===== config.mk =====
export PLATFORM = sky130hd
export DESIGN_NAME = power_mux_control_registers
export DESIGN_NICKNAME = d
export VERILOG_FILES = /design/src/hdl/pwr_mux_pkg.sv /design/src/hdl/regbus_if.sv /design/src/hdl/i2c_target.sv /design/src/hdl/power_mux_control_registers.sv
export SDC_FILE = /design/constraint.sdc
export NUM_CORES = 1
export LEC_CHECK = 0
export BUFFER_PORTS_ARGS = -buffer_cell sky130_fd_sc_hd__buf_2
export CORE_MARGIN = 2
export CORE_UTILIZATION = 40
export DETAILED_ROUTE_END_ITERATION = 6
export PLACE_DENSITY = 0.54
export SLEW_MARGIN = 0
export SYNTH_ARGS = -nofsm -noshare
export SYNTH_HDL_FRONTEND = slang
export SYNTH_SLANG_ARGS = --single-unit

===== constraint.sdc =====
create_clock -name i_mclk -period 4.25 [get_ports i_mclk]
set_clock_uncertainty 0.1 [all_clocks]
set_input_delay 0.6375 -clock i_mclk [delete_from_list [all_inputs] [get_ports i_mclk]]
set_output_delay 0.6375 -clock i_mclk [all_outputs]
set_load 0.03 [all_outputs]

===== src/hdl/pwr_mux_pkg.sv =====
// Constants for the power multiplexer control block.
// Assumes a 125 MHz system clock; long counts live as top parameters.
package pwr_mux_pkg;
  localparam int unsigned CLK_MHZ = 125;
  localparam logic [7:0] REG_STATUS = 8'h00;
  localparam logic [7:0] REG_PATH = 8'h01;
  localparam logic [7:0] REG_PROT = 8'h02;
  localparam logic [7:0] REG_THR = 8'h03;
  localparam logic [7:0] REG_CC = 8'h04;
  localparam logic [7:0] PATH_RST = 8'h5A;
  localparam logic [7:0] PROT_RST = 8'h62;
  localparam logic [7:0] THR_RST = 8'h00;
  localparam logic [7:0] CC_RST = 8'h00;
  localparam logic [4:0] DEV_ADDR_BASE = 5'h10;
  localparam int PDIS_BIT = 7;
  localparam int DIR_BIT = 2;
  localparam int SEL_BIT = 1;
  localparam int AUTO_BIT = 1;
  localparam int FORCE_BIT = 0;
  localparam int MASK_BIT = 3;
  localparam int SRST_BIT = 0;
  localparam int BYP1_BIT = 7;
  localparam int BYP2_BIT = 6;
  localparam int CAB1_BIT = 5;
  localparam int CAB2_BIT = 4;
  localparam int SWDIS_BIT = 1;
  localparam int unsigned OC_UNIT_MS = 1;
  localparam int unsigned DSG_UNIT_MS = 50;
  localparam int unsigned CC_DEGLITCH_US = 30;
  // Strictly longer than the deglitch time
  localparam int unsigned CC_DEGLITCH_CYC = CC_DEGLITCH_US * CLK_MHZ + 1;
  localparam int unsigned TRANSITION_US = 20;
  localparam int unsigned TRANSITION_CYC = TRANSITION_US * CLK_MHZ;
  localparam int unsigned OC_MULT0 = 1;
  localparam int unsigned OC_MULT1 = 10;
  localparam int unsigned OC_MULT2 = 50;
  localparam int unsigned OC_MULT3 = 100;
endpackage : pwr_mux_pkg


===== src/hdl/regbus_if.sv =====
// Byte-wide register access between the serial target and the register bank.
// Strobes are one-cycle pulses; rdata is answered combinationally.
`timescale 1ns/1ns
`default_nettype none
interface regbus_if;
  logic       wr;
  logic       rd;
  logic       stop;
  logic [7:0] addr;
  logic [7:0] wdata;
  logic [7:0] rdata;
  modport target (output wr, rd, stop, addr, wdata, input rdata);
  modport regs (input wr, rd, stop, addr, wdata, output rdata);
endinterface : regbus_if
`default_nettype wire


===== src/hdl/i2c_target.sv =====
// Two-wire serial target with a register pointer that auto-increments.
// Assumes SCL well below the system clock; pins are synchronised here.
`timescale 1ns/1ns
`default_nettype none
module i2c_target (
  input  wire logic       i_mclk,
  input  wire logic       i_rst,
  input  wire logic       i_scl,
  input  wire logic       i_sda,
  input  wire logic [1:0] i_addr_sel,
  output logic            o_sda_oe,
  regbus_if.target        bus
);
  typedef enum logic [2:0] {
    S_IDLE = 3'h0, S_DEV = 3'h1, S_REG = 3'h2, S_WR = 3'h3, S_RD = 3'h4
  } phase_t;
  phase_t     st_q;
  logic       scl_m_q, scl_s_q, scl_p_q;
  logic       sda_m_q, sda_s_q, sda_p_q;
  logic [3:0] cnt_q;
  logic [7:0] sh_q;
  logic [7:0] ptr_q;
  logic [7:0] addr_q;
  logic [7:0] wd_q;
  logic       rw_q, nack_q, wr_q, rd_q, stop_q;
  logic       rise, fall, start, stop, act;

  always_ff @(posedge i_mclk) begin
    if (i_rst) begin
      {scl_m_q, scl_s_q, scl_p_q} <= 3'h7;
      {sda_m_q, sda_s_q, sda_p_q} <= 3'h7;
    end else begin
      {scl_m_q, scl_s_q, scl_p_q} <= {i_scl, scl_m_q, scl_s_q};
      {sda_m_q, sda_s_q, sda_p_q} <= {i_sda, sda_m_q, sda_s_q};
    end
  end

  assign rise = scl_s_q & ~scl_p_q;
  assign fall = ~scl_s_q & scl_p_q;
  assign start = scl_s_q & scl_p_q & sda_p_q & ~sda_s_q;
  assign stop = scl_s_q & scl_p_q & ~sda_p_q & sda_s_q;
  assign act = st_q != S_IDLE;

  always_ff @(posedge i_mclk) begin
    if (i_rst || stop) begin
      st_q <= S_IDLE;
      cnt_q <= 4'h0;
      o_sda_oe <= 1'b0;
    end else if (start) begin
      st_q <= S_DEV;
      cnt_q <= 4'h0;
      o_sda_oe <= 1'b0;
    end else if (rd_q) begin
      sh_q <= bus.rdata;
      o_sda_oe <= ~bus.rdata[7];
    end else if (rise && act) begin
      if (cnt_q < 4'h8) begin
        sh_q <= {sh_q[6:0], sda_s_q};
        cnt_q <= cnt_q + 4'h1;
      end else begin
        nack_q <= sda_s_q;
        cnt_q <= 4'h9;
      end
    end else if (fall && act && cnt_q == 4'h8) begin
      unique case (st_q)
        S_DEV: begin
          if (sh_q[7:1] == {pwr_mux_pkg::DEV_ADDR_BASE, i_addr_sel}) begin
            o_sda_oe <= 1'b1;
            rw_q <= sh_q[0];
          end else begin
            st_q <= S_IDLE;
          end
        end
        S_RD: o_sda_oe <= 1'b0;
        default: o_sda_oe <= 1'b1;
      endcase
    end else if (fall && act && cnt_q == 4'h9) begin
      cnt_q <= 4'h0;
      o_sda_oe <= 1'b0;
      if (st_q == S_DEV) st_q <= rw_q ? S_RD : S_REG;
      else if (st_q == S_REG) st_q <= S_WR;
      else if (st_q == S_RD && nack_q) st_q <= S_IDLE;
    end else if (fall && st_q == S_RD && cnt_q != 4'h0) begin
      o_sda_oe <= ~sh_q[7];
    end
  end

  // Pointer survives a stop so a later read starts where the write left it
  always_ff @(posedge i_mclk) begin
    wr_q <= 1'b0;
    rd_q <= 1'b0;
    stop_q <= stop & ~i_rst;
    if (i_rst) begin
      ptr_q <= 8'h00;
      addr_q <= 8'h00;
      wd_q <= 8'h00;
    end else if (fall && act && cnt_q == 4'h8 && st_q == S_REG) begin
      ptr_q <= sh_q;
    end else if (fall && act && cnt_q == 4'h8 && st_q == S_WR) begin
      wr_q <= 1'b1;
      addr_q <= ptr_q;
      wd_q <= sh_q;
      ptr_q <= ptr_q + 8'h01;
    end else if (fall && act && cnt_q == 4'h9 && ((st_q == S_DEV && rw_q) || (st_q == S_RD && !nack_q))) begin
      rd_q <= 1'b1;
      addr_q <= ptr_q;
      ptr_q <= ptr_q + 8'h01;
    end
  end

  assign bus.wr = wr_q;
  assign bus.rd = rd_q;
  assign bus.stop = stop_q;
  assign bus.addr = addr_q;
  assign bus.wdata = wd_q;
endmodule : i2c_target
`default_nettype wire


===== src/hdl/power_mux_control_registers.sv =====
// Control and status logic of a two-to-one power multiplexer.
// Analog comparators arrive as asynchronous levels; registers via two-wire bus.
//
// Functional notes
// - Disable bit set turns both channels off, but dead battery keeps the high path on and an active swap the 5 V path; else select bit picks one.
// - High-rail overcurrent, overvoltage or thermal flag sets the disable bit.
// - High-rail current limit field, bits 6-5, reset 10.
// - Five-volt current limit field, bits 4-3, reset 11.
// - Direction bit 2: 1 sources charger rail to bus, 0 sinks.
// - Select bit 1: 1 high-voltage path, 0 five-volt path, reset 1.
// - Overcurrent delay field 1, 10, 50 or 100 ms, reset 01.
// - Discharge duration field 50 to 400 ms, reset 10.
// - Discharge resistance field selects resistor, reset 00.
// - Automatic discharge bit; when 0 discharge follows forced bit.
// - Busy during transition or discharge timing; writes to registers 1 to 3 ignored then.
// - Three-bit overvoltage threshold code selects one of eight profiles.
// - Reverse-block mask keeps alert quiet on reverse blocking.
// - Writing 1 to soft reset restores registers 1 to 4 but not the flags; 0 does nothing.
// - Bypass bits join controller and connector CC; host removes pull-down.
// - Cable-power select connects battery and forces matching bypass to 0.
// - Battery overvoltage flag alerts, clears on read once condition gone.
// - Cable overcurrent drops select bit, sets flag, alerts; read clears.
// - Swap detect bit 0 enables CC role swap detection, 1 disables.
// - CC low over 30 us stops sinking; bus drop then turns on 5 V path.
// - Detection off: sinking and bus drop swaps to 5 V path.
// - Swap flag and alert stay until host reads the flag.
// - Transistors need supply and enable pin; dead battery forces high path.
// - While busy, writes to registers 1 to 3 refused, register 4 accepted.
// - Open-drain alert stays low until flags are read.
`timescale 1ns/1ns
`default_nettype none
module power_mux_control_registers #(
  parameter int unsigned OC_UNIT_CYC  = pwr_mux_pkg::OC_UNIT_MS * 1000 * pwr_mux_pkg::CLK_MHZ,
  parameter int unsigned DSG_UNIT_CYC = pwr_mux_pkg::DSG_UNIT_MS * 1000 * pwr_mux_pkg::CLK_MHZ
) (
  input  wire logic       i_mclk,
  input  wire logic       i_rst,
  input  wire logic       i_scl,
  input  wire logic       i_sda,
  output logic            o_sda_out,
  output logic            o_sda_oe,
  input  wire logic [1:0] i_addr_sel,
  input  wire logic       i_en_pin,
  input  wire logic       i_supply_ok,
  input  wire logic       i_dead_battery,
  input  wire logic       i_hv_overcurrent,
  input  wire logic       i_overvoltage,
  input  wire logic       i_overtemp,
  input  wire logic       i_reverse_block,
  input  wire logic       i_vbat_over,
  input  wire logic       i_cable1_overcurrent,
  input  wire logic       i_cable2_overcurrent,
  input  wire logic       i_cc1_low,
  input  wire logic       i_cc2_low,
  input  wire logic       i_bus_below_low_rail,
  output logic            o_hv_on,
  output logic            o_lv_on,
  output logic            o_hv_source,
  output logic [1:0]      o_high_rail_current_limit,
  output logic [1:0]      o_lv_ilim,
  output logic [2:0]      o_ovp_code,
  output logic            o_dsg_on,
  output logic [1:0]      o_dsg_res,
  output logic            o_cc1_bypass,
  output logic            o_cc2_bypass,
  output logic            o_cable1_on,
  output logic            o_cable2_on,
  output logic            o_alert_oe
);
  localparam int NS = 15;
  logic [NS-1:0] raw, meta_q, sync_q;
  logic [1:0]  addr_s;
  logic        en_s, sup_s, dead_s, hvoc_s, ovp_s, tsd_s, rvs_s;
  logic        vbov_s, c1oc_s, c2oc_s, cc1l_s, cc2l_s, busl_s;
  logic [7:0]  p1_q, p2_q, p3_q, p4_q;
  logic        hvoc_f, rvs_f, ovp_f, tsd_f, frs_f, vbov_f, cboc_f;
  logic [31:0] oc_cnt_q, dsg_cnt_q, trans_cnt_q, deg_cnt_q;
  logic [31:0] oc_lim, dsg_lim;
  logic        busy, wr1, wr2, wr3, wr4, rd0, rd4;
  logic        srst_pend_q, srst_go;
  logic        gate, hv_on_d, lv_on_d, shut, src, oc_evt, trip;
  logic        frs_stop_q, frs_act_q, det_en, cc_low, hv_sink, frs_set;
  regbus_if    bus ();

  function automatic logic hit(input logic [7:0] a, input logic [7:0] r);
    return a == r;
  endfunction : hit

  // Read-clear flag: a new set wins over the read that clears it
  function automatic logic sticky(input logic set, input logic q, input logic rd, input logic cond);
    return set | (q & ~(rd & ~cond));
  endfunction : sticky

  function automatic int unsigned oc_mult(input logic [1:0] f);
    unique case (f)
      2'h0: return pwr_mux_pkg::OC_MULT0;
      2'h1: return pwr_mux_pkg::OC_MULT1;
      2'h2: return pwr_mux_pkg::OC_MULT2;
      2'h3: return pwr_mux_pkg::OC_MULT3;
    endcase
  endfunction : oc_mult

  i2c_target u_i2c (
    .i_mclk     (i_mclk),
    .i_rst      (i_rst),
    .i_scl      (i_scl),
    .i_sda      (i_sda),
    .i_addr_sel (addr_s),
    .o_sda_oe   (o_sda_oe),
    .bus        (bus)
  );
  assign o_sda_out = 1'b0;

  assign raw = {i_addr_sel, i_en_pin, i_supply_ok, i_dead_battery, i_hv_overcurrent,
                i_overvoltage, i_overtemp, i_reverse_block, i_vbat_over, i_cable1_overcurrent,
                i_cable2_overcurrent, i_cc1_low, i_cc2_low, i_bus_below_low_rail};
  always_ff @(posedge i_mclk) begin
    if (i_rst) begin
      meta_q <= '0;
      sync_q <= '0;
    end else begin
      meta_q <= raw;
      sync_q <= meta_q;
    end
  end
  assign {addr_s, en_s, sup_s, dead_s, hvoc_s, ovp_s, tsd_s, rvs_s, vbov_s,
          c1oc_s, c2oc_s, cc1l_s, cc2l_s, busl_s} = sync_q;

  // Register access
  assign busy = (trans_cnt_q != 32'h0) || (dsg_cnt_q != 32'h0);
  assign wr1 = bus.wr & hit(bus.addr, pwr_mux_pkg::REG_PATH) & ~busy;
  assign wr2 = bus.wr & hit(bus.addr, pwr_mux_pkg::REG_PROT) & ~busy;
  assign wr3 = bus.wr & hit(bus.addr, pwr_mux_pkg::REG_THR) & ~busy;
  assign wr4 = bus.wr & hit(bus.addr, pwr_mux_pkg::REG_CC);
  assign rd0 = bus.rd & hit(bus.addr, pwr_mux_pkg::REG_STATUS);
  assign rd4 = bus.rd & hit(bus.addr, pwr_mux_pkg::REG_CC);

  always_comb begin
    bus.rdata = 8'h00;
    if (hit(bus.addr, pwr_mux_pkg::REG_STATUS)) begin
      bus.rdata = {hvoc_f, rvs_f, 1'b0, ovp_f, frs_f, tsd_f, 2'h0};
    end else if (hit(bus.addr, pwr_mux_pkg::REG_PATH)) begin
      bus.rdata = p1_q;
    end else if (hit(bus.addr, pwr_mux_pkg::REG_PROT)) begin
      bus.rdata = p2_q;
    end else if (hit(bus.addr, pwr_mux_pkg::REG_THR)) begin
      bus.rdata = {busy, p3_q[6:1], 1'b0};
    end else if (hit(bus.addr, pwr_mux_pkg::REG_CC)) begin
      bus.rdata = {p4_q[7:4], vbov_f, cboc_f, p4_q[1:0]};
    end
  end

  // Soft reset waits for the stop so the acknowledge cycle finishes first
  always_ff @(posedge i_mclk) begin
    if (i_rst || bus.stop) srst_pend_q <= 1'b0;
    else if (wr3 && bus.wdata[pwr_mux_pkg::SRST_BIT]) srst_pend_q <= 1'b1;
  end
  assign srst_go = srst_pend_q & bus.stop;

  assign trip = (oc_evt & ~hvoc_f) | (ovp_s & ~ovp_f) | (tsd_s & ~tsd_f);
  always_ff @(posedge i_mclk) begin
    if (i_rst || srst_go) p1_q <= pwr_mux_pkg::PATH_RST;
    else if (wr1) p1_q <= bus.wdata;
    if (!i_rst && trip) p1_q[pwr_mux_pkg::PDIS_BIT] <= 1'b1;
  end

  always_ff @(posedge i_mclk) begin
    if (i_rst || srst_go) p2_q <= pwr_mux_pkg::PROT_RST;
    else if (wr2) p2_q <= bus.wdata;
  end

  always_ff @(posedge i_mclk) begin
    if (i_rst || srst_go) p3_q <= pwr_mux_pkg::THR_RST;
    else if (wr3) p3_q <= {1'b0, bus.wdata[6:1], 1'b0};
  end

  always_ff @(posedge i_mclk) begin
    if (i_rst || srst_go) begin
      p4_q <= pwr_mux_pkg::CC_RST;
    end else begin
      if (wr4) begin
        p4_q <= {bus.wdata[7] & ~bus.wdata[5], bus.wdata[6] & ~bus.wdata[4],
                 bus.wdata[5:4], 2'h0, bus.wdata[1:0]};
      end
      if (c1oc_s) p4_q[pwr_mux_pkg::CAB1_BIT] <= 1'b0;
      if (c2oc_s) p4_q[pwr_mux_pkg::CAB2_BIT] <= 1'b0;
    end
  end

  // Fault flags
  always_ff @(posedge i_mclk) begin
    if (i_rst) begin
      {hvoc_f, rvs_f, ovp_f, tsd_f, frs_f, vbov_f, cboc_f} <= 7'h00;
    end else begin
      hvoc_f <= sticky(oc_evt, hvoc_f, rd0, hvoc_s);
      rvs_f <= sticky(rvs_s, rvs_f, rd0, rvs_s);
      ovp_f <= sticky(ovp_s, ovp_f, rd0, ovp_s);
      tsd_f <= sticky(tsd_s, tsd_f, rd0, tsd_s);
      frs_f <= sticky(frs_set & ~frs_act_q, frs_f, rd0, 1'b0);
      vbov_f <= sticky(vbov_s, vbov_f, rd4, vbov_s);
      cboc_f <= sticky(c1oc_s | c2oc_s, cboc_f, rd4, c1oc_s | c2oc_s);
    end
  end

  always_ff @(posedge i_mclk) begin
    if (i_rst) o_alert_oe <= 1'b0;
    else o_alert_oe <= hvoc_f | ovp_f | tsd_f | frs_f | vbov_f | cboc_f
                       | (rvs_f & ~p3_q[pwr_mux_pkg::MASK_BIT]);
  end

  // High-rail overcurrent must persist for the programmed delay
  assign oc_lim = 32'(OC_UNIT_CYC * oc_mult(p2_q[7:6]));
  always_ff @(posedge i_mclk) begin
    if (i_rst || !hvoc_s || !o_hv_on) oc_cnt_q <= 32'h0;
    else if (oc_cnt_q != oc_lim) oc_cnt_q <= oc_cnt_q + 32'h1;
  end
  assign oc_evt = hvoc_s && (oc_cnt_q == oc_lim);

  // Channel enables
  assign gate = sup_s & en_s;
  assign hv_on_d = dead_s | (gate & ~p1_q[pwr_mux_pkg::PDIS_BIT]
                   & p1_q[pwr_mux_pkg::SEL_BIT] & ~frs_stop_q & ~frs_act_q);
  assign lv_on_d = gate & ((~p1_q[pwr_mux_pkg::PDIS_BIT] & ~p1_q[pwr_mux_pkg::SEL_BIT])
                   | frs_act_q);
  always_ff @(posedge i_mclk) begin
    if (i_rst) begin
      o_hv_on <= 1'b0;
      o_lv_on <= 1'b0;
    end else begin
      o_hv_on <= hv_on_d;
      o_lv_on <= lv_on_d & ~hv_on_d;
    end
  end

  always_ff @(posedge i_mclk) begin
    if (i_rst) trans_cnt_q <= 32'h0;
    else if ({hv_on_d, lv_on_d & ~hv_on_d} != {o_hv_on, o_lv_on}) trans_cnt_q <= 32'(pwr_mux_pkg::TRANSITION_CYC);
    else if (trans_cnt_q != 32'h0) trans_cnt_q <= trans_cnt_q - 32'h1;
  end

  // Automatic discharge after a channel shuts down while sourcing
  assign dsg_lim = 32'(DSG_UNIT_CYC) << p2_q[5:4];
  assign shut = (o_hv_on & ~hv_on_d) | (o_lv_on & ~lv_on_d);
  assign src = p1_q[pwr_mux_pkg::DIR_BIT] | ~p1_q[pwr_mux_pkg::SEL_BIT];
  always_ff @(posedge i_mclk) begin
    if (i_rst || !p2_q[pwr_mux_pkg::AUTO_BIT]) dsg_cnt_q <= 32'h0;
    else if (shut && src) dsg_cnt_q <= dsg_lim;
    else if (dsg_cnt_q != 32'h0) dsg_cnt_q <= dsg_cnt_q - 32'h1;
  end
  always_ff @(posedge i_mclk) begin
    if (i_rst) o_dsg_on <= 1'b0;
    else if (p2_q[pwr_mux_pkg::AUTO_BIT]) o_dsg_on <= dsg_cnt_q != 32'h0;
    else o_dsg_on <= p2_q[pwr_mux_pkg::FORCE_BIT];
  end

  // Fast role swap
  assign det_en = ~p4_q[pwr_mux_pkg::SWDIS_BIT];
  assign hv_sink = o_hv_on & ~p1_q[pwr_mux_pkg::DIR_BIT];
  assign cc_low = (o_cc1_bypass & cc1l_s) | (o_cc2_bypass & cc2l_s);
  always_ff @(posedge i_mclk) begin
    if (i_rst || !(det_en && cc_low && hv_sink)) deg_cnt_q <= 32'h0;
    else if (deg_cnt_q != 32'(pwr_mux_pkg::CC_DEGLITCH_CYC)) deg_cnt_q <= deg_cnt_q + 32'h1;
  end
  assign frs_set = busl_s & (frs_stop_q | (~det_en & hv_sink));
  always_ff @(posedge i_mclk) begin
    if (i_rst || srst_go || wr1) frs_stop_q <= 1'b0;
    else if (deg_cnt_q == 32'(pwr_mux_pkg::CC_DEGLITCH_CYC)) frs_stop_q <= 1'b1;
  end
  always_ff @(posedge i_mclk) begin
    if (i_rst) frs_act_q <= 1'b0;
    else if (frs_set) frs_act_q <= 1'b1;
    else if (srst_go || wr1) frs_act_q <= 1'b0;
  end

  // Static configuration straight from the registers
  assign o_high_rail_current_limit = p1_q[6:5];
  assign o_lv_ilim = p1_q[4:3];
  assign o_hv_source = p1_q[pwr_mux_pkg::DIR_BIT];
  assign o_dsg_res = p2_q[3:2];
  assign o_ovp_code = p3_q[6:4];
  assign o_cc1_bypass = p4_q[pwr_mux_pkg::BYP1_BIT];
  assign o_cc2_bypass = p4_q[pwr_mux_pkg::BYP2_BIT];
  // Battery overvoltage also opens the cable switches
  assign o_cable1_on = p4_q[pwr_mux_pkg::CAB1_BIT] & ~vbov_s;
  assign o_cable2_on = p4_q[pwr_mux_pkg::CAB2_BIT] & ~vbov_s;

  a_disable_off: assert property (@(posedge i_mclk) disable iff (i_rst)
    p1_q[7] && !dead_s && !frs_act_q |=> !o_hv_on && !o_lv_on)
    else $error("channel on while disabled");
  a_fault_disable: assert property (@(posedge i_mclk) disable iff (i_rst)
    $rose(ovp_f) || $rose(tsd_f) || $rose(hvoc_f) |-> p1_q[7])
    else $error("fault left power enabled");
  a_busy_refuse: assert property (@(posedge i_mclk) disable iff (i_rst)
    busy && bus.wr && bus.addr == 8'h01 && !srst_go && !trip |=> $stable(p1_q))
    else $error("write taken while busy");
  a_cable_nobyp: assert property (@(posedge i_mclk) disable iff (i_rst)
    p4_q[5] |-> !o_cc1_bypass)
    else $error("bypass with cable power");
  a_swap_alert: assert property (@(posedge i_mclk) disable iff (i_rst)
    $rose(frs_f) |=> o_alert_oe [*2])
    else $error("swap alert not held");
  a_deglitch_len: assert property (@(posedge i_mclk) disable iff (i_rst)
    $rose(frs_stop_q) |-> $past(deg_cnt_q) == 32'd3751)
    else $error("swap deglitch length wrong");
  a_swap_lv: assert property (@(posedge i_mclk) disable iff (i_rst)
    frs_set && gate && !dead_s ##1 gate && !dead_s |=> o_lv_on && !o_hv_on)
    else $error("swap did not move to low rail");
  a_manual_dsg: assert property (@(posedge i_mclk) disable iff (i_rst)
    !p2_q[1] |=> o_dsg_on == $past(p2_q[0]))
    else $error("forced discharge not followed");
  a_soft_reset: assert property (@(posedge i_mclk) disable iff (i_rst)
    srst_go |=> p2_q == 8'h62 && p3_q == 8'h00)
    else $error("soft reset values wrong");
  // Fault, alert, enable and swap-detect paths the host sees directly
  a_cable_clear: assert property (@(posedge i_mclk) disable iff (i_rst)
    c1oc_s |=> !p4_q[5])
    else $error("cable select kept");
  a_cable_alert: assert property (@(posedge i_mclk) disable iff (i_rst)
    $rose(cboc_f) |=> o_alert_oe)
    else $error("cable fault silent");
  a_vbat_alert: assert property (@(posedge i_mclk) disable iff (i_rst)
    $rose(vbov_f) |=> o_alert_oe)
    else $error("battery fault silent");
  a_vbat_cut: assert property (@(posedge i_mclk) disable iff (i_rst)
    vbov_s |-> !o_cable1_on && !o_cable2_on)
    else $error("cable on at battery fault");
  a_mask_alert: assert property (@(posedge i_mclk) disable iff (i_rst)
    rvs_f && !p3_q[3] |=> o_alert_oe)
    else $error("reverse block silent");
  a_enable_gate: assert property (@(posedge i_mclk) disable iff (i_rst)
    !gate && !dead_s |=> !o_hv_on && !o_lv_on)
    else $error("channel on without enable");
  a_dead_force: assert property (@(posedge i_mclk) disable iff (i_rst)
    dead_s |=> o_hv_on)
    else $error("dead battery path off");
  a_swap_clear: assert property (@(posedge i_mclk) disable iff (i_rst)
    rd0 && !frs_set |=> !frs_f)
    else $error("swap flag kept after read");
  a_detect_off: assert property (@(posedge i_mclk) disable iff (i_rst)
    !det_en |=> deg_cnt_q == 32'h0)
    else $error("swap detect while disabled");
endmodule : power_mux_control_registers
`default_nettype wire


# ---- Word-level counts from Yosys, hierarchy flattened
# Index checks and enable logic that the tools add are counted.
dict set report totals {
  in_bits 19
  reg_bits 251
  out_inout_bits 20
  elab_cells 319
}
dict set report classes {
  mux 47
  magnitude_cmp 1
  n_addsub 6
  n_reduce_logical 68
  bitwise 118
  n_shift 1
  multipliers 1
  eq_ne 30
}
# operator count
set op_table {}
lappend op_table {{one-hot mux 32 bit (4 select lines)} 1}
lappend op_table {{two-way mux 8 bit} 15}
lappend op_table {{adder 32 x 1 -> 32 bit, second input constant} 2}
lappend op_table {{two-way mux 32 bit} 2}
lappend op_table {{nonzero test 32 bit} 2}
lappend op_table {{subtractor 32 x 1 -> 32 bit, second input constant} 2}
lappend op_table {{AND 1 bit} 55}
lappend op_table {{inverter 1 bit} 41}
lappend op_table {{== test 32 x 12 -> 1 bit, second input constant} 1}
lappend op_table {{== test 32 bit} 1}
lappend op_table {{multiplier 14 x 32 -> 29 bit, first input constant} 1}
lappend op_table {{!= test 32 x 12 -> 1 bit, second input constant} 1}
lappend op_table {{!= test 32 bit} 1}
lappend op_table {{<< shifter 23 x 2 -> 32 bit, first input constant} 1}
lappend op_table {{two-way mux 12 bit} 2}
lappend op_table {{two-way mux 3 bit} 8}
lappend op_table {{OR 1 bit} 22}
lappend op_table {{logical AND 1 bit} 18}
lappend op_table {{nonzero test 2 bit} 9}
lappend op_table {{== test 8 x 2 -> 1 bit, second input constant} 2}
lappend op_table {{two-way mux 4 bit} 4}
lappend op_table {{two-way mux 1 bit} 14}
lappend op_table {{AND reduction 6 bit} 2}
lappend op_table {{logical OR 1 bit} 11}
lappend op_table {{32 further kinds} 54}

# ---- Depth between registers and ports, before layout
# Gate-level depths: netlist (run 1).
dict set report logic_depth {
  ltp_word 11
  ltp_mapped 18
  mapped_depth_nobuf 18
}

# ---- Hierarchy
# A second synthesis (run 1) with hierarchy kept.
dict set report unflattened {
  cells_unflattened 1378
  area_unflattened_um2 12175.4
}
# mod n_inst seq_area_each_um2 cells_each area_each_um2
set by_module_without_submodules {}
lappend by_module_without_submodules {power_mux_control_registers 1 4003.8 1117 9700.6}
lappend by_module_without_submodules {i2c_target 1 1121.1 261 2474.9}

# ---- Worst setup path before layout (run 1)
# Ideal clock, no wire load.
dict set report synth_path {
  path_kind {reg-to-reg}
  start {register p2_q[6]}
  end {register p1_q[7]}
  stages_incl_launch_ff 19
  setup_ns 0.074
  period_less_slack_ns 4.527
  path_buffers 0
  required_ns 4.076
  arrival_ns 4.353
  slack_ns -0.277
  path_cell_list {dfxtp_1 > inv_1 > ha_1 > inv_1 > ha_1 > fa_1 > xnor2_1 > xnor2_1 > xnor2_1 > ha_1 > ha_1 > ha_1 > ha_1 > nor4bb_1 > a21oi_1 > a21oi_1 > o2111ai_1 > or3_1 > a31oi_1}
}
dict set report synth_between {
  elab_chain_len 9
  elab_cells_between_ends 12
  classes_between {1 x mul; 4 x eq/ne; 1 x mux; 3 x bitwise; 3 x reduce/logical}
}
# element line_no
set synth_rtl {}
lappend synth_rtl {{from (decl)} power_mux_control_registers.sv:75} ;# logic [7:0] p1_q, p2_q, p3_q, p4_q;
lappend synth_rtl {{from (signal assigned)} power_mux_control_registers.sv:168} ;# if (i_rst || srst_go) p2_q <= pwr_mux_pkg::PROT_RST;
lappend synth_rtl {{from (signal assigned)} power_mux_control_registers.sv:169} ;# else if (wr2) p2_q <= bus.wdata;
lappend synth_rtl {{== test 2 bit (tied with other cells)} power_mux_control_registers.sv:95} ;# unique case (f)
lappend synth_rtl {{one-hot mux 32 bit (4 select lines) (*)} power_mux_control_registers.sv:95}
lappend synth_rtl {{multiplier 14 x 32 -> 29 bit (*)} power_mux_control_registers.sv:212} ;# assign oc_lim = 32'(OC_UNIT_CYC * oc_mult(p2_q[7:6]));
lappend synth_rtl {{== test 32 bit (*)} power_mux_control_registers.sv:217} ;# assign oc_evt = hvoc_s && (oc_cnt_q == oc_lim);
lappend synth_rtl {{logical AND 1 bit (*)} power_mux_control_registers.sv:217}
lappend synth_rtl {{AND 1 bit (*)} power_mux_control_registers.sv:160} ;# assign trip = (oc_evt & ~hvoc_f) | (ovp_s & ~ovp_f) | (tsd_s & ~tsd_f);
lappend synth_rtl {{OR 1 bit (*) (2 in a row)} power_mux_control_registers.sv:160}
lappend synth_rtl {{logical AND 1 bit (*)} power_mux_control_registers.sv:164} ;# if (!i_rst && trip) p1_q[pwr_mux_pkg::PDIS_BIT] <= 1'b1;
lappend synth_rtl {{to (signal assigned)} power_mux_control_registers.sv:162} ;# if (i_rst || srst_go) p1_q <= pwr_mux_pkg::PATH_RST;
lappend synth_rtl {{to (signal assigned)} power_mux_control_registers.sv:163} ;# else if (wr1) p1_q <= bus.wdata;
lappend synth_rtl {{to (decl)} power_mux_control_registers.sv:75}
# Every way passes the cells marked *; elsewhere a longest branch is shown, timed or not. The select of a mux whose other input is x is not followed.
# A chain may end at the register's enable or synchronous reset.

# ---- Final worst setup path (run 1)
# Ends and elaborated chain as after synthesis.

==> results of run 1 <==
## logic make-up after synthesis
family | share of synthesized area
fa+ha+maj | 0.03407
mux | 0.03385
buf+inv | 0.03502
simple gates | 0.2722
flops | 0.4333
xor+xnor | 0.08263
other cells | 0.0003171
compound gates | 0.1086
## routing by layer
layer | global-route usage | vias to the layer above | part of all wire
met3 | 0.02606 | 41 | 0.046
met1 | 0.2645 | 4395 | 0.51
met2 | 0.2766 | 157 | 0.43
li1 | - | 4835 | -
met4 | 0.04132 | 0 | 0.016
met5 | 0 | - | 0
## final cells by class
type,count,area (sq um),area share
clock buffers,41,883.3,0.06481
clock inverters,13,131.4,0.009638
inverters,34,135.1,0.009914
multi-input cells,1000,6461,0.4740
flip-flops and latches,251,5132,0.3765
well taps,384,480.5,0.03525
repair buffers,66,406.6,0.02983
## cell usage in the layout, fill, tap and decap left out, types with 6 or more instances in the layout
cell type / n
sky130_fd_sc_hd__nand3b_1: 7
sky130_fd_sc_hd__nor4b_1: 10
sky130_fd_sc_hd__and3_1: 16
sky130_fd_sc_hd__buf_4: 28
sky130_fd_sc_hd__xor2_1: 53
sky130_fd_sc_hd__nor3_1: 37
sky130_fd_sc_hd__ha_4: 7
sky130_fd_sc_hd__clkbuf_16: 31
sky130_fd_sc_hd__nand3_1: 47
sky130_fd_sc_hd__xnor2_1: 54
sky130_fd_sc_hd__and2_1: 8
sky130_fd_sc_hd__nor2_1: 177
sky130_fd_sc_hd__edfxtp_1: 10
sky130_fd_sc_hd__a211oi_1: 13
sky130_fd_sc_hd__o21ai_0: 44
sky130_fd_sc_hd__a221oi_1: 9
sky130_fd_sc_hd__or4_1: 19
sky130_fd_sc_hd__ha_1: 20
sky130_fd_sc_hd__buf_2: 37
sky130_fd_sc_hd__nand2_1: 83
sky130_fd_sc_hd__and4_1: 12
sky130_fd_sc_hd__a31oi_1: 7
sky130_fd_sc_hd__nor2b_1: 48
sky130_fd_sc_hd__clkbuf_8: 7
sky130_fd_sc_hd__inv_1: 30
sky130_fd_sc_hd__a21oi_1: 88
sky130_fd_sc_hd__o31ai_1: 6
sky130_fd_sc_hd__mux2i_1: 40
sky130_fd_sc_hd__dfxtp_1: 239
sky130_fd_sc_hd__nand4_1: 23
sky130_fd_sc_hd__clkinv_2: 6
sky130_fd_sc_hd__nor4_1: 26
sky130_fd_sc_hd__or2_2: 13
sky130_fd_sc_hd__nand2b_1: 21
sky130_fd_sc_hd__or3_1: 26
## flip-flops by register name, indices dropped and copies added, names as in the netlist, 3 cells and up
signal,count
meta_q,15
u_i2c.st_q,3
u_i2c.cnt_q,4
p3_q,6
sync_q,15
dsg_cnt_q,32
u_i2c.ptr_q,8
trans_cnt_q,32
u_i2c.bus.addr,8
deg_cnt_q,32
p1_q,8
u_i2c.sh_q,8
u_i2c.bus.wdata,8
p2_q,8
oc_cnt_q,32
p4_q,6
## final timing paths
check,end,slack [ps],depth (start not counted)
max,p1_q[7],140,18
min,u_i2c.sda_m_q,170,2
max reg2reg,p1_q[7],140,18
min reg2reg,u_i2c.scl_s_q,310,1
## what timing repair did
item                                    4_1_cts  5_1_grt
setup buffers                                 0        2
resized for setup                             7       17
gates cloned                                  0        0
endpoints found under the setup margin        4        4
pin swaps                                     6       13
endpoints found under the hold margin         0        0
## Yosys cell counts (4+ instances only)
cell and instances:
sky130_fd_sc_hd__edfxtp_1 10, sky130_fd_sc_hd__or2_2 13, sky130_fd_sc_hd__buf_4 10, sky130_fd_sc_hd__o2111ai_1 4, sky130_fd_sc_hd__buf_2 4, sky130_fd_sc_hd__a31oi_1 7, sky130_fd_sc_hd__nand2b_1 21, sky130_fd_sc_hd__nor3b_1 4
sky130_fd_sc_hd__mux2i_1 40, sky130_fd_sc_hd__nor2b_1 48, sky130_fd_sc_hd__nand4b_1 4, sky130_fd_sc_hd__nand3b_1 7, sky130_fd_sc_hd__inv_1 34, sky130_fd_sc_hd__nand2_1 83, sky130_fd_sc_hd__a221oi_1 9, sky130_fd_sc_hd__o31ai_1 6
sky130_fd_sc_hd__dfxtp_1 241, sky130_fd_sc_hd__ha_1 29, sky130_fd_sc_hd__a211oi_1 13, sky130_fd_sc_hd__o21ai_0 44, sky130_fd_sc_hd__nor3_1 37, sky130_fd_sc_hd__o21a_1 4, sky130_fd_sc_hd__a21oi_1 90, sky130_fd_sc_hd__xor2_1 53
sky130_fd_sc_hd__and4_1 12, sky130_fd_sc_hd__and3_1 17, sky130_fd_sc_hd__nor4b_1 10, sky130_fd_sc_hd__or3_1 26, sky130_fd_sc_hd__clkbuf_1 45, sky130_fd_sc_hd__nor2_1 177, sky130_fd_sc_hd__a22oi_1 4, sky130_fd_sc_hd__o21bai_1 4
sky130_fd_sc_hd__xnor2_1 56, sky130_fd_sc_hd__and4b_1 4, sky130_fd_sc_hd__or4_1 19, sky130_fd_sc_hd__and2_1 9, sky130_fd_sc_hd__nor4_1 27, sky130_fd_sc_hd__nand4_1 23, sky130_fd_sc_hd__nand3_1 47
## where the power goes
group / switching (W) / internal, W
registers: 0.000220 / 0.00261
clock network: 0.00101 / 0.00157
logic: 0.00113 / 0.000871
## through the flow
stage	util	power, W	cell area, sq um
floorplan	-	0.004468	11890
global placement	0.4312	0.004846	12480
detailed placement	0.4312	0.004861	12480
CTS	0.4677	0.007483	13530
global route	0.4711	0.007869	13630
finish	0.4711	0.007409	13630
==> reports/summary.txt, run 1 <==
RUN STATUS
-----------------------------------------------------------------------------------------
Run status                                                                   finished, final reports clean

LOGIC SYNTHESIS
-----------------------------------------------------------------------------------------
Proportion of register bits with asynchronous set or reset after synthesis              0
Sequential-to-total area share from yosys stat                                     0.4333
Total of flip-flops plus latches after synthesis                                      251
Synth area leader                                                            sky130_fd_sc_hd__dfxtp_1
Biggest area contributors in the synthesized netlist                         sky130_fd_sc_hd__dfxtp_1 (41%), sky130_fd_sc_hd__nor2_1 (5.6%), sky130_fd_sc_hd__xnor2_1 (4.1%)
Post-synth top flop                                                          sky130_fd_sc_hd__dfxtp_1
Proportion of netlist area held by the largest area contributor                    0.4080
Syn Area/Cell                                                                 8.780 sq um
Number of flops mapped to enable cells by yosys                                        10
Gate Count Post-Synth                                                                1347
Cell area after technology mapping                                           0.01183 sq mm
Synthesis warning total                                                                 0
Post-synth cell types                                                                  72

POWER
-----------------------------------------------------------------------------------------
Leak pwr                                                                         5.023 nW
Maximum ir drop on the vdd rail                                                 0.3704 mV
Ratio of total power to cell area                                            543.6 mW/mm^2

FLOW RUN
-----------------------------------------------------------------------------------------
Max capacitance violation total                                                         0

WORST HOLD PATH
-----------------------------------------------------------------------------------------
Worst Hold Launch                                                                   i_sda
Min-delay worst type                                                            in -> reg

STA
-----------------------------------------------------------------------------------------
Maximum clock frequency                                                         243.5 MHz
Portion of the clock cycle consumed by the worst path in the final layout          0.9663
RSZ-0062 raised after global routing                                                 true
Hold Vio Cnt, Final                                                                     0
Final setup margin                                                               143.2 ps
Worst Tran Pin Value                                                              1142 ps
Setup-failing EPs final                                                                 0
Slew Viols, Final                                                                       0
Final TNS setup                                                                      0 ps
Worst slew slack as a fraction of its limit                                        0.2389
Worst Hold Margin                                                                171.4 ps
Final critical path time including I/O delays and setup                           4107 ps

CLOCK TREE
-----------------------------------------------------------------------------------------
H-tree depth                                                                            1
Cts-stage hold buffer count                                                             0
Number of buffers on the longest clock path                                             3
Cts bufs inserted                                                                      29
Worst-path clk slew                                                                 60 ps
TritonCTS sink count                                                                  251
Clock tree from TritonCTS                                                             yes
Clk Latency, worst-skew pair                                                       550 ps
Clock root buffer master                                                     sky130_fd_sc_hd__clkbuf_16

GLOBAL ROUTING
-----------------------------------------------------------------------------------------
Wire length of the first global-routing pass                                     46260 um
Antenna violations before repair                                                        0
Tot GR Track Use                                                                   0.1794
Maximum number of pins on one net before global-route repair                           71
Via count of the first global-routing pass                                           8872
Total gr overflow                                                                       0

CRITICAL PATH
-----------------------------------------------------------------------------------------
Arrival time of the worst setup path                                              4480 ps
Crit path cell chain                                                         inv_6 -> ha_4 -> inv_4 -> ha_4 -> fa_2 -> xnor2_2 -> xnor2_1 -> xnor2_1 -> ha_1 -> ha_4 -> ha_4 -> ha_4 -> buf_4 -> xnor2_1 -> xnor2_1 -> o2111ai_4 -> or3_1 -> a31oi_1
Critical path startpoint                                                          p2_q[6]
Reg2reg start                                                                     p2_q[6]
Crit-path leading delay family                                                adder cells
Maximum fanout encountered on the critical timing path                                  5
Critical path endpoint category                                                 flip-flop
Crit-path slowest cell                                                       sky130_fd_sc_hd__or3_1
Class of the most critical setup path                                          reg -> reg
Most common cell type on the critical path                                   sky130_fd_sc_hd__ha_4
Crit path required time                                                           4620 ps
Delay of the slowest cell on the worst path                                        410 ps
Bufs and invs on worst path                                                             3
Type of element launching the critical path                                     flip-flop

FLOORPLANNING
-----------------------------------------------------------------------------------------
Initial cell density of the core                                                   0.4087
I/O pin total                                                                          39
Die boundary height                                                              175.9 um
Number of placement rows                                                               62
Area inside the core boundary                                                0.02894 sq mm
Area enclosed by the die boundary                                            0.03096 sq mm
Die Width                                                                        175.9 um

ROUTE
-----------------------------------------------------------------------------------------
Post-route antenna net violation count                                                  0
Vias after detailed routing                                                          9428
Final wirelength                                                                 27600 um
Detailed-route wire length per cell                                              15.43 um
Iter 0 DRT Violations                                                                 617
Number of search-and-repair iterations in the first detailed-routing pass               5
Vias per cell                                                                       5.270
Remaining design rule violation count                                                   0

PLACEMENT
-----------------------------------------------------------------------------------------
Detailed placement HPWL                                                          19280 um
Pre-CTS WS                                                                      -119.7 ps
Global placement routability congestion                                            0.8751
Port buffer count                                                                      37
Cells after DPL                                                                      1733

LAYOUT
-----------------------------------------------------------------------------------------
Layout filler cell count                                                             2852
Inserted Diodes                                                                         0
Area growth from synthesis to layout                                               15.26%
Finished Layout Cells                                                                1789
Total number of nets in the final design                                             1432
Layout cell share with drive strength beyond 1                                     0.1181

Power figures use the tool's default switching activity.
==> run 2: changes to the inputs <==
--- a/config.mk
+++ b/config.mk
@@ -9,7 +9,7 @@
 export CORE_MARGIN = 2
 export CORE_UTILIZATION = 40
 export DETAILED_ROUTE_END_ITERATION = 6
-export PLACE_DENSITY = 0.54
+export PLACE_DENSITY = 0.6
 export SLEW_MARGIN = 0
 export SYNTH_ARGS = -nofsm -noshare
 export SYNTH_HDL_FRONTEND = slang
==> constraint.sdc (replaced) <==
create_clock -name i_mclk -period 4.6 [get_ports i_mclk]
set_clock_uncertainty 0.1 [all_clocks]
set_input_delay 0.69 -clock i_mclk [delete_from_list [all_inputs] [get_ports i_mclk]]
set_output_delay 0.69 -clock i_mclk [all_outputs]
set_load 0.03 [all_outputs]
==> run 2 against run 1 <==
  * The flow now finishes with violations (design-rule violations)
  * Largest power group unchanged
  * First-iteration DRC count decreased by 0.49%
  * Clock-buffer cell count shrank 4
  * Largest cell class unchanged
  * Cell count decreased by 0.56%
  * Sequential share of layout area increased by 0.24 points
  * Setup slack better by 83 ps
  * Core utilization is 0.32 points lower
  * Global-route usage shrank 0.29 points
  * Sequential power shrank 7.4%
  * Maximum frequency is 6.1% lower
  * Critical path depth stayed put
  * Via count is 1.2% higher
  * Sequential cell count unchanged
==> reports/summary.txt, run 2 (same netlist as run 1, synthesis figures left out) <==
FLOORPLANNING
----------------------------------------------------------------------------------------
Number of placement rows                                                              62   unchanged
Die Width                                                                       175.9 um   unchanged
Area inside the core boundary                                               0.02894 sq mm   unchanged
Initial cell density of the core                                                  0.4087   unchanged
I/O pin total                                                                         39   unchanged
Area enclosed by the die boundary                                           0.03096 sq mm   unchanged
Die boundary height                                                             175.9 um   unchanged

CLOCK TREE
----------------------------------------------------------------------------------------
Clock root buffer master                                                    sky130_fd_sc_hd__clkbuf_16
Worst-path clk slew                                                                60 ps   about the same
Cts-stage hold buffer count                                                            0   unchanged
H-tree depth                                                                           1   unchanged
TritonCTS sink count                                                                 251   unchanged
Clock tree from TritonCTS                                                            yes
Clk Latency, worst-skew pair                                                      560 ps   about the same
Cts bufs inserted                                                                     29   unchanged
Number of buffers on the longest clock path                                            3   unchanged

WORST HOLD PATH
----------------------------------------------------------------------------------------
Number of cells on the worst hold path                                                 2   unchanged
Min-delay worst type                                                           in -> reg

GLOBAL ROUTING
----------------------------------------------------------------------------------------
Total gr overflow                                                                      0   unchanged
Tot GR Track Use                                                                  0.1765   -0.002912
Antenna violations before repair                                                       0   unchanged
Maximum number of pins on one net before global-route repair                          59   -17%
Via count of the first global-routing pass                                          9110   +2.7%
Wire length of the first global-routing pass                                    45730 um   -1.1%

STA
----------------------------------------------------------------------------------------
Slew Viols, Final                                                                      0   unchanged
Worst Hold Margin                                                               204.0 ps   +32.60 ps
Portion of the clock cycle consumed by the worst path in the final layout         0.9509   -0.01539
Final critical path time including I/O delays and setup                          4374 ps   +267.4 ps
Setup-failing EPs final                                                                0   unchanged
Worst slew slack as a fraction of its limit                                       0.2581   +0.01922
Hold Vio Cnt, Final                                                                    0   unchanged
Maximum clock frequency                                                        228.6 MHz   -6.1%
Worst Tran Pin Value                                                             1113 ps   -28.83 ps

RUN STATUS
----------------------------------------------------------------------------------------
Run status                                                                  finished with violations
Failing checks                                                              design-rule violations

CRITICAL PATH
----------------------------------------------------------------------------------------
Class of the most critical setup path                                         reg -> reg
Crit-path slowest cell                                                      sky130_fd_sc_hd__fa_2
Bufs and invs on worst path                                                            2   -1
Most common cell type on the critical path                                  sky130_fd_sc_hd__ha_4
Critical path destination                                                        p1_q[7]
Worst reg2reg endpoint                                                           p1_q[7]
Maximum fanout encountered on the critical timing path                                 6   +1
Arrival time of the worst setup path                                             4760 ps   +280 ps
Count of cell instances traversed by the critical path                                18   unchanged
Critical path endpoint category                                                flip-flop
Critical path startpoint                                                         p2_q[7]
Setup slack of the worst register-to-register path                                230 ps   +80 ps
Reg2reg start                                                                    p2_q[7]
Crit-path leading delay family                                               adder cells
Type of element launching the critical path                                    flip-flop
Depth of the most critical reg-to-reg path                                            18   unchanged
Delay of the slowest cell on the worst path                                       380 ps   -30 ps
Crit path cell chain                                                        inv_1 -> ha_1 -> and2_1 -> fa_2 -> xnor2_2 -> xnor2_1 -> xnor2_1 -> ha_1 -> ha_4 -> ha_4 -> ha_4 -> nor4bb_4 -> a21oi_2 -> a21oi_1 -> o2111ai_1 -> buf_4 -> or3_1 -> a31oi_1
Crit path required time                                                          4990 ps   +370 ps

POWER
----------------------------------------------------------------------------------------
Ratio of total power to cell area                                           519.4 mW/mm^2   -4.4%
Maximum ir drop on the vdd rail                                                0.2769 mV   -25%
Leak pwr                                                                        4.998 nW   -0.51%

ROUTE
----------------------------------------------------------------------------------------
Iter 0 DRT Violations                                                                614   -0.49%
Post-route antenna net violation count                                                 0   unchanged
Detailed-route wire length per cell                                             15.35 um   -0.53%
Final wirelength                                                                27300 um   -1.1%
Vias after detailed routing                                                         9540   +1.2%
Number of search-and-repair iterations in the first detailed-routing pass              7   +2
Vias per cell                                                                      5.363   +1.8%
Remaining design rule violation count                                                  7   +7

PLACEMENT
----------------------------------------------------------------------------------------
Detailed placement HPWL                                                         18970 um   -1.6%
Instance area after placement                                               0.01235 sq mm   -1.0%
Global placement routability congestion                                           0.8303   -5.1%
Port buffer count                                                                     37   unchanged

LAYOUT
----------------------------------------------------------------------------------------
Layout cell share with drive strength beyond 1                                    0.1032   -0.01492
Final Cell Area                                                             0.01354 sq mm   -0.67%
Most common cell after layout, fill and taps aside                          sky130_fd_sc_hd__dfxtp_1
Area growth from synthesis to layout                                              14.48%
Most used cells in the layout excluding fill and tap cells                  sky130_fd_sc_hd__dfxtp_1 (239), sky130_fd_sc_hd__nor2_1 (177), sky130_fd_sc_hd__a21oi_1 (89), sky130_fd_sc_hd__nand2_1 (83), sky130_fd_sc_hd__xnor2_1 (55)
Total number of nets in the final design                                            1422   -0.70%
Inserted Diodes                                                                        0   unchanged

FLOW RUN
----------------------------------------------------------------------------------------
Max capacitance violation total                                                        0   unchanged

run 2: metrics by stage:
step / worst slack [ps] / cells / utilization / total power [W] / TNS [ps]
2_1_floorplan: 72.90 / 1348 / - / 0.004130 / 0
3_3_place_gp: 128.0 / 1723 / 0.4268 / 0.004428 / 0
3_5_place_dp: -74.09 / 1723 / 0.4268 / 0.004462 / -74.09
4_1_cts: 16.24 / 1777 / 0.4653 / 0.007094 / 0
5_1_grt: -24.54 / 1779 / 0.4679 / 0.007442 / -24.54
6_report: 225.8 / 1779 / 0.4679 / 0.007032 / 0
run 2: worst min-delay path by stage:
| stage | slack (ps) | from | endpoint |
|---|---|---|---|
| global route | 200 | i_sda | u_i2c.sda_m_q |
| finish | 200 | i_scl | u_i2c.scl_m_q |
| CTS | 180 | i_scl | u_i2c.scl_m_q |
| detailed placement | 300 | u_i2c.sda_m_q | u_i2c.sda_s_q |
| global placement | 290 | u_i2c.scl_m_q | u_i2c.scl_s_q |
| floorplan | 290 | u_i2c.scl_m_q | u_i2c.scl_s_q |
run 2: cell type report:
type                            count  area (sq um)
Fill cell                        2800         15400
Tap cell                          384         480.5
Multi-Input combinational cell   1000          6370
Sequential cell                   251          5130
Inverter                           34         127.6
Clock buffer                       37         848.3
Timing Repair Buffer               56         327.8
Clock inverter                     17         255.2
run 2: worst register-to-register path, stage by stage (launching register included):
cell                        delay, ps
sky130_fd_sc_hd__dfxtp_2          370
sky130_fd_sc_hd__inv_1            100
sky130_fd_sc_hd__ha_1             300
sky130_fd_sc_hd__and2_1           180
sky130_fd_sc_hd__fa_2             380
sky130_fd_sc_hd__xnor2_2          200
sky130_fd_sc_hd__xnor2_1          150
sky130_fd_sc_hd__xnor2_1          150
sky130_fd_sc_hd__ha_1             290
sky130_fd_sc_hd__ha_4             270
sky130_fd_sc_hd__ha_4             240
sky130_fd_sc_hd__ha_4             270
sky130_fd_sc_hd__nor4bb_4         200
sky130_fd_sc_hd__a21oi_2           90
sky130_fd_sc_hd__a21oi_1          160
sky130_fd_sc_hd__o2111ai_1        160
sky130_fd_sc_hd__buf_4            200
sky130_fd_sc_hd__or3_1            320
sky130_fd_sc_hd__a31oi_1          160
run 2: power breakdown:
part	internal [W]	leakage [nW]	switching, W
logic	0.000786	2.41	0.00104
clock network	0.00164	0.541	0.000954
registers	0.00241	2.05	0.000202
total	0.00484	5.00	0.00219
run 2: what timing repair did:
| action | 4_1_cts | 5_1_grt |
|---|---|---|
| buffers inserted | 0 | 2 |
| setup endpoints to repair | 1 | 5 |
| pin swaps | 1 | 1 |
| resized for setup | 3 | 9 |
| hold endpoints to repair | 0 | 0 |
run 2: routing by layer:
layer | track usage | vias to the layer above | share of wire
li1 | - | 4804 | -
met1 | 0.2531 | 4517 | 0.49
met2 | 0.2802 | 176 | 0.44
met3 | 0.02369 | 43 | 0.044
met4 | 0.04580 | 0 | 0.021
met5 | 0 | - | 0
==> run 3: changes to the inputs <==
--- a/config.mk
+++ b/config.mk
@@ -7,9 +7,10 @@
 export LEC_CHECK = 0
 export BUFFER_PORTS_ARGS = -buffer_cell sky130_fd_sc_hd__buf_2
 export CORE_MARGIN = 2
-export CORE_UTILIZATION = 40
+export CORE_UTILIZATION = 35
 export DETAILED_ROUTE_END_ITERATION = 6
-export PLACE_DENSITY = 0.6
+export HOLD_SLACK_MARGIN = 0.06
+export PLACE_DENSITY = 0.55
 export SLEW_MARGIN = 0
 export SYNTH_ARGS = -nofsm -noshare
 export SYNTH_HDL_FRONTEND = slang
==> run 3 against run 2 <==
  * The flow now finishes without violations
  * Sequential cell count stayed put
  * Die area increased by 14%
  * Clock-buffer cell count grew 6
  * Non-clock buffer count shrank 3
  * Maximum frequency about the same
  * Sequential share of layout area grew 0.075 points
  * Via count decreased by 0.65%
  * Wire length increased by 1.0%
  * Cell count increased by 3.4%
  * Total power down 2.2%
  * Critical path depth rose by 1
  * Register-to-register slack about the same
  * Critical path type unchanged
  * Critical endpoint unchanged
==> reports/summary.txt, run 3 (same netlist as run 1, synthesis figures left out) <==
RUN STATUS
----------------------------------------------------------------------------------------
Run status                                                                  finished, final reports clean

GLOBAL ROUTING
----------------------------------------------------------------------------------------
Wire length of the first global-routing pass                                    45950 um   +0.48%
Antenna violations before repair                                                       0   unchanged
Via count of the first global-routing pass                                          8996   -1.3%
Total gr overflow                                                                      0   unchanged
Tot GR Track Use                                                                  0.1549   -0.02154
Maximum number of pins on one net before global-route repair                          43   -27%

LAYOUT
----------------------------------------------------------------------------------------
Storage element area                                                        0.005132 sq mm   about the same
Layout cell share with drive strength beyond 1                                   0.09705   -0.006173
Most used cells in the layout excluding fill and tap cells                  sky130_fd_sc_hd__dfxtp_1 (239), sky130_fd_sc_hd__nor2_1 (177), sky130_fd_sc_hd__a21oi_1 (90), sky130_fd_sc_hd__nand2_1 (83), sky130_fd_sc_hd__xnor2_1 (55)
Total number of nets in the final design                                            1419   -0.21%
Area growth from synthesis to layout                                              14.31%
Layout filler cell count                                                            3452   +23%
Final Cell Area                                                             0.01352 sq mm   -0.15%
Share of the core filled with cells in the final layout                           0.4052   -0.06272
Most common cell after layout, fill and taps aside                          sky130_fd_sc_hd__dfxtp_1
Inserted Diodes                                                                        0   unchanged
Area of the multi-input gates                                               0.006354 sq mm   -0.26%

POWER
----------------------------------------------------------------------------------------
Fraction of power consumed by sequential logic                                     0.380   +0.008
Clk network pwr share                                                              0.355   -0.014
Maximum ir drop on the vdd rail                                                0.3491 mV   +26%
Switching power as a share of total power                                         0.3116   about the same
Leak pwr                                                                        4.957 nW   -0.81%
Cell internal pwr                                                             0.004735 W   -2.2%
Ratio of total power to cell area                                           508.7 mW/mm^2   -2.1%
Combinational power share                                                          0.265   +0.006
Switch Pwr                                                                    0.002143 W   -2.2%

FLOORPLANNING
----------------------------------------------------------------------------------------
Area inside the core boundary                                               0.03336 sq mm   +15%
I/O pin total                                                                         39   unchanged
Die boundary height                                                             187.8 um   +6.7%
Number of placement rows                                                              67   +8.1%
Die Width                                                                       187.8 um   +6.7%
Initial cell density of the core                                                  0.3545   -0.05426
Area enclosed by the die boundary                                           0.03528 sq mm   +14%

PLACEMENT
----------------------------------------------------------------------------------------
Instance area after placement                                               0.01242 sq mm   +0.59%
Detailed placement HPWL                                                         19390 um   +2.2%
Port buffer count                                                                     37   unchanged
Global placement routability congestion                                           0.8287   -0.19%

ROUTE
----------------------------------------------------------------------------------------
Number of search-and-repair iterations in the first detailed-routing pass              6   -1
Post-route antenna net violation count                                                 0   unchanged
Vias per cell                                                                      5.154   -3.9%
Remaining design rule violation count                                                  0   -7
Vias after detailed routing                                                         9478   -0.65%
Iter 0 DRT Violations                                                                554   -9.8%
Detailed-route wire length per cell                                             15.00 um   -2.3%
Final wirelength                                                                27580 um   +1.0%

CRITICAL PATH
----------------------------------------------------------------------------------------
Class of the most critical setup path                                         reg -> reg
Arrival time of the worst setup path                                             4760 ps   about the same
Critical path startpoint                                                         p2_q[6]
Crit path required time                                                          4980 ps   about the same
Type of element launching the critical path                                    flip-flop
Maximum fanout encountered on the critical timing path                                 5   -1
Reg2reg start                                                                    p2_q[6]
Critical path endpoint category                                                flip-flop

CLOCK TREE
----------------------------------------------------------------------------------------
Cts-stage hold buffer count                                                            0   unchanged
Number of buffers on the longest clock path                                            3   unchanged
Cts bufs inserted                                                                     29   unchanged
H-tree depth                                                                           1   unchanged
Clk Latency, worst-skew pair                                                      550 ps   about the same
TritonCTS sink count                                                                 251   unchanged
Postcts setup bufs                                                                     0   unchanged
Clock tree from TritonCTS                                                            yes
Worst-path clk slew                                                                60 ps   about the same
Clock root buffer master                                                    sky130_fd_sc_hd__clkbuf_16

STA
----------------------------------------------------------------------------------------
Hold Vio Cnt, Final                                                                    0   unchanged
Setup-failing EPs final                                                                0   unchanged
Worst slew slack as a fraction of its limit                                       0.2778   +0.01963
Maximum clock frequency                                                        228.4 MHz   about the same
RSZ-0062 raised after global routing                                               false
Worst Tran Pin Value                                                             1083 ps   -29.45 ps
Portion of the clock cycle consumed by the worst path in the final layout         0.9516   about the same
Slew Viols, Final                                                                      0   unchanged
Final critical path time including I/O delays and setup                          4377 ps   +3.228 ps

WORST HOLD PATH
----------------------------------------------------------------------------------------
Min-delay worst type                                                           in -> reg
Worst Hold Launch                                                                  i_scl

FLOW RUN
----------------------------------------------------------------------------------------
Max capacitance violation total                                                        0   unchanged

==> run 3: worst paths after layout <==
| check | endpoint | slack, ps | cells past startpoint |
|---|---|---|---|
| max | p1_q[7] | 220 | 19 |
| min | u_i2c.scl_m_q | 210 | 2 |
| max reg2reg | p1_q[7] | 220 | 19 |
| min reg2reg | u_i2c.scl_s_q | 310 | 1 |
==> run 3: worst max-delay path: stages, from the launching register on <==
cell	delay, ps
sky130_fd_sc_hd__dfxtp_4	360
sky130_fd_sc_hd__inv_2	80
sky130_fd_sc_hd__ha_1	160
sky130_fd_sc_hd__inv_1	60
sky130_fd_sc_hd__ha_1	290
sky130_fd_sc_hd__fa_2	360
sky130_fd_sc_hd__xnor2_2	140
sky130_fd_sc_hd__xnor2_1	200
sky130_fd_sc_hd__xnor2_1	150
sky130_fd_sc_hd__ha_1	250
sky130_fd_sc_hd__ha_1	330
sky130_fd_sc_hd__ha_4	260
sky130_fd_sc_hd__ha_4	250
sky130_fd_sc_hd__nor4bb_4	150
sky130_fd_sc_hd__a21oi_1	180
sky130_fd_sc_hd__and3_1	190
sky130_fd_sc_hd__o2111ai_1	100
sky130_fd_sc_hd__buf_4	200
sky130_fd_sc_hd__or3_1	310
sky130_fd_sc_hd__a31oi_1	170
==> run 3: final cells by class <==
class / instances / area share
multi-input combinational: 1000 / 0.4700
sequential: 251 / 0.3796
clock buffer: 43 / 0.06506
tap: 448 / 0.04146
timing repair buffer: 53 / 0.02258
clock inverter: 10 / 0.01185
inverter: 34 / 0.009440
==> run 3: repair_timing <==
action / in CTS / in global routing
resized for setup: 1 / 11
setup endpoints to repair: 1 / 5
pin swaps: 0 / 3
==> run 3: power groups by stage <==
stage | registers [W] | logic (W) | clock network (W)
after floorplan | 0.00262 | 0.00151 | 0
after global placement | 0.00266 | 0.00178 | 0
after detailed placement | 0.00266 | 0.00180 | 0
after CTS | 0.00261 | 0.00182 | 0.00252
after global routing | 0.00265 | 0.00206 | 0.00260
final | 0.00262 | 0.00182 | 0.00244
==> run 3: stage by stage <==
step	total power, W	hold slack (ps)	setup TNS (ps)	worst slack, ps	instances
after global placement	0.004435	290.9	0	88.37	1786
after CTS	0.006953	185.6	0	11.38	1839
after global routing	0.007309	193.3	0	40.37	1839
after floorplan	0.004130	289.5	0	72.90	1348
after detailed placement	0.004460	296.6	-12.68	-12.68	1786
final	0.006878	214.3	0	222.6	1839
==> run 3: per-layer routing <==
layer	vias to the layer above	GRT usage	routed length, um
li1	4805	-	-
met1	4450	0.2214	13740
met2	185	0.2472	12070
met3	38	0.02040	1273
met4	0	0.03786	500
met5	-	0	0
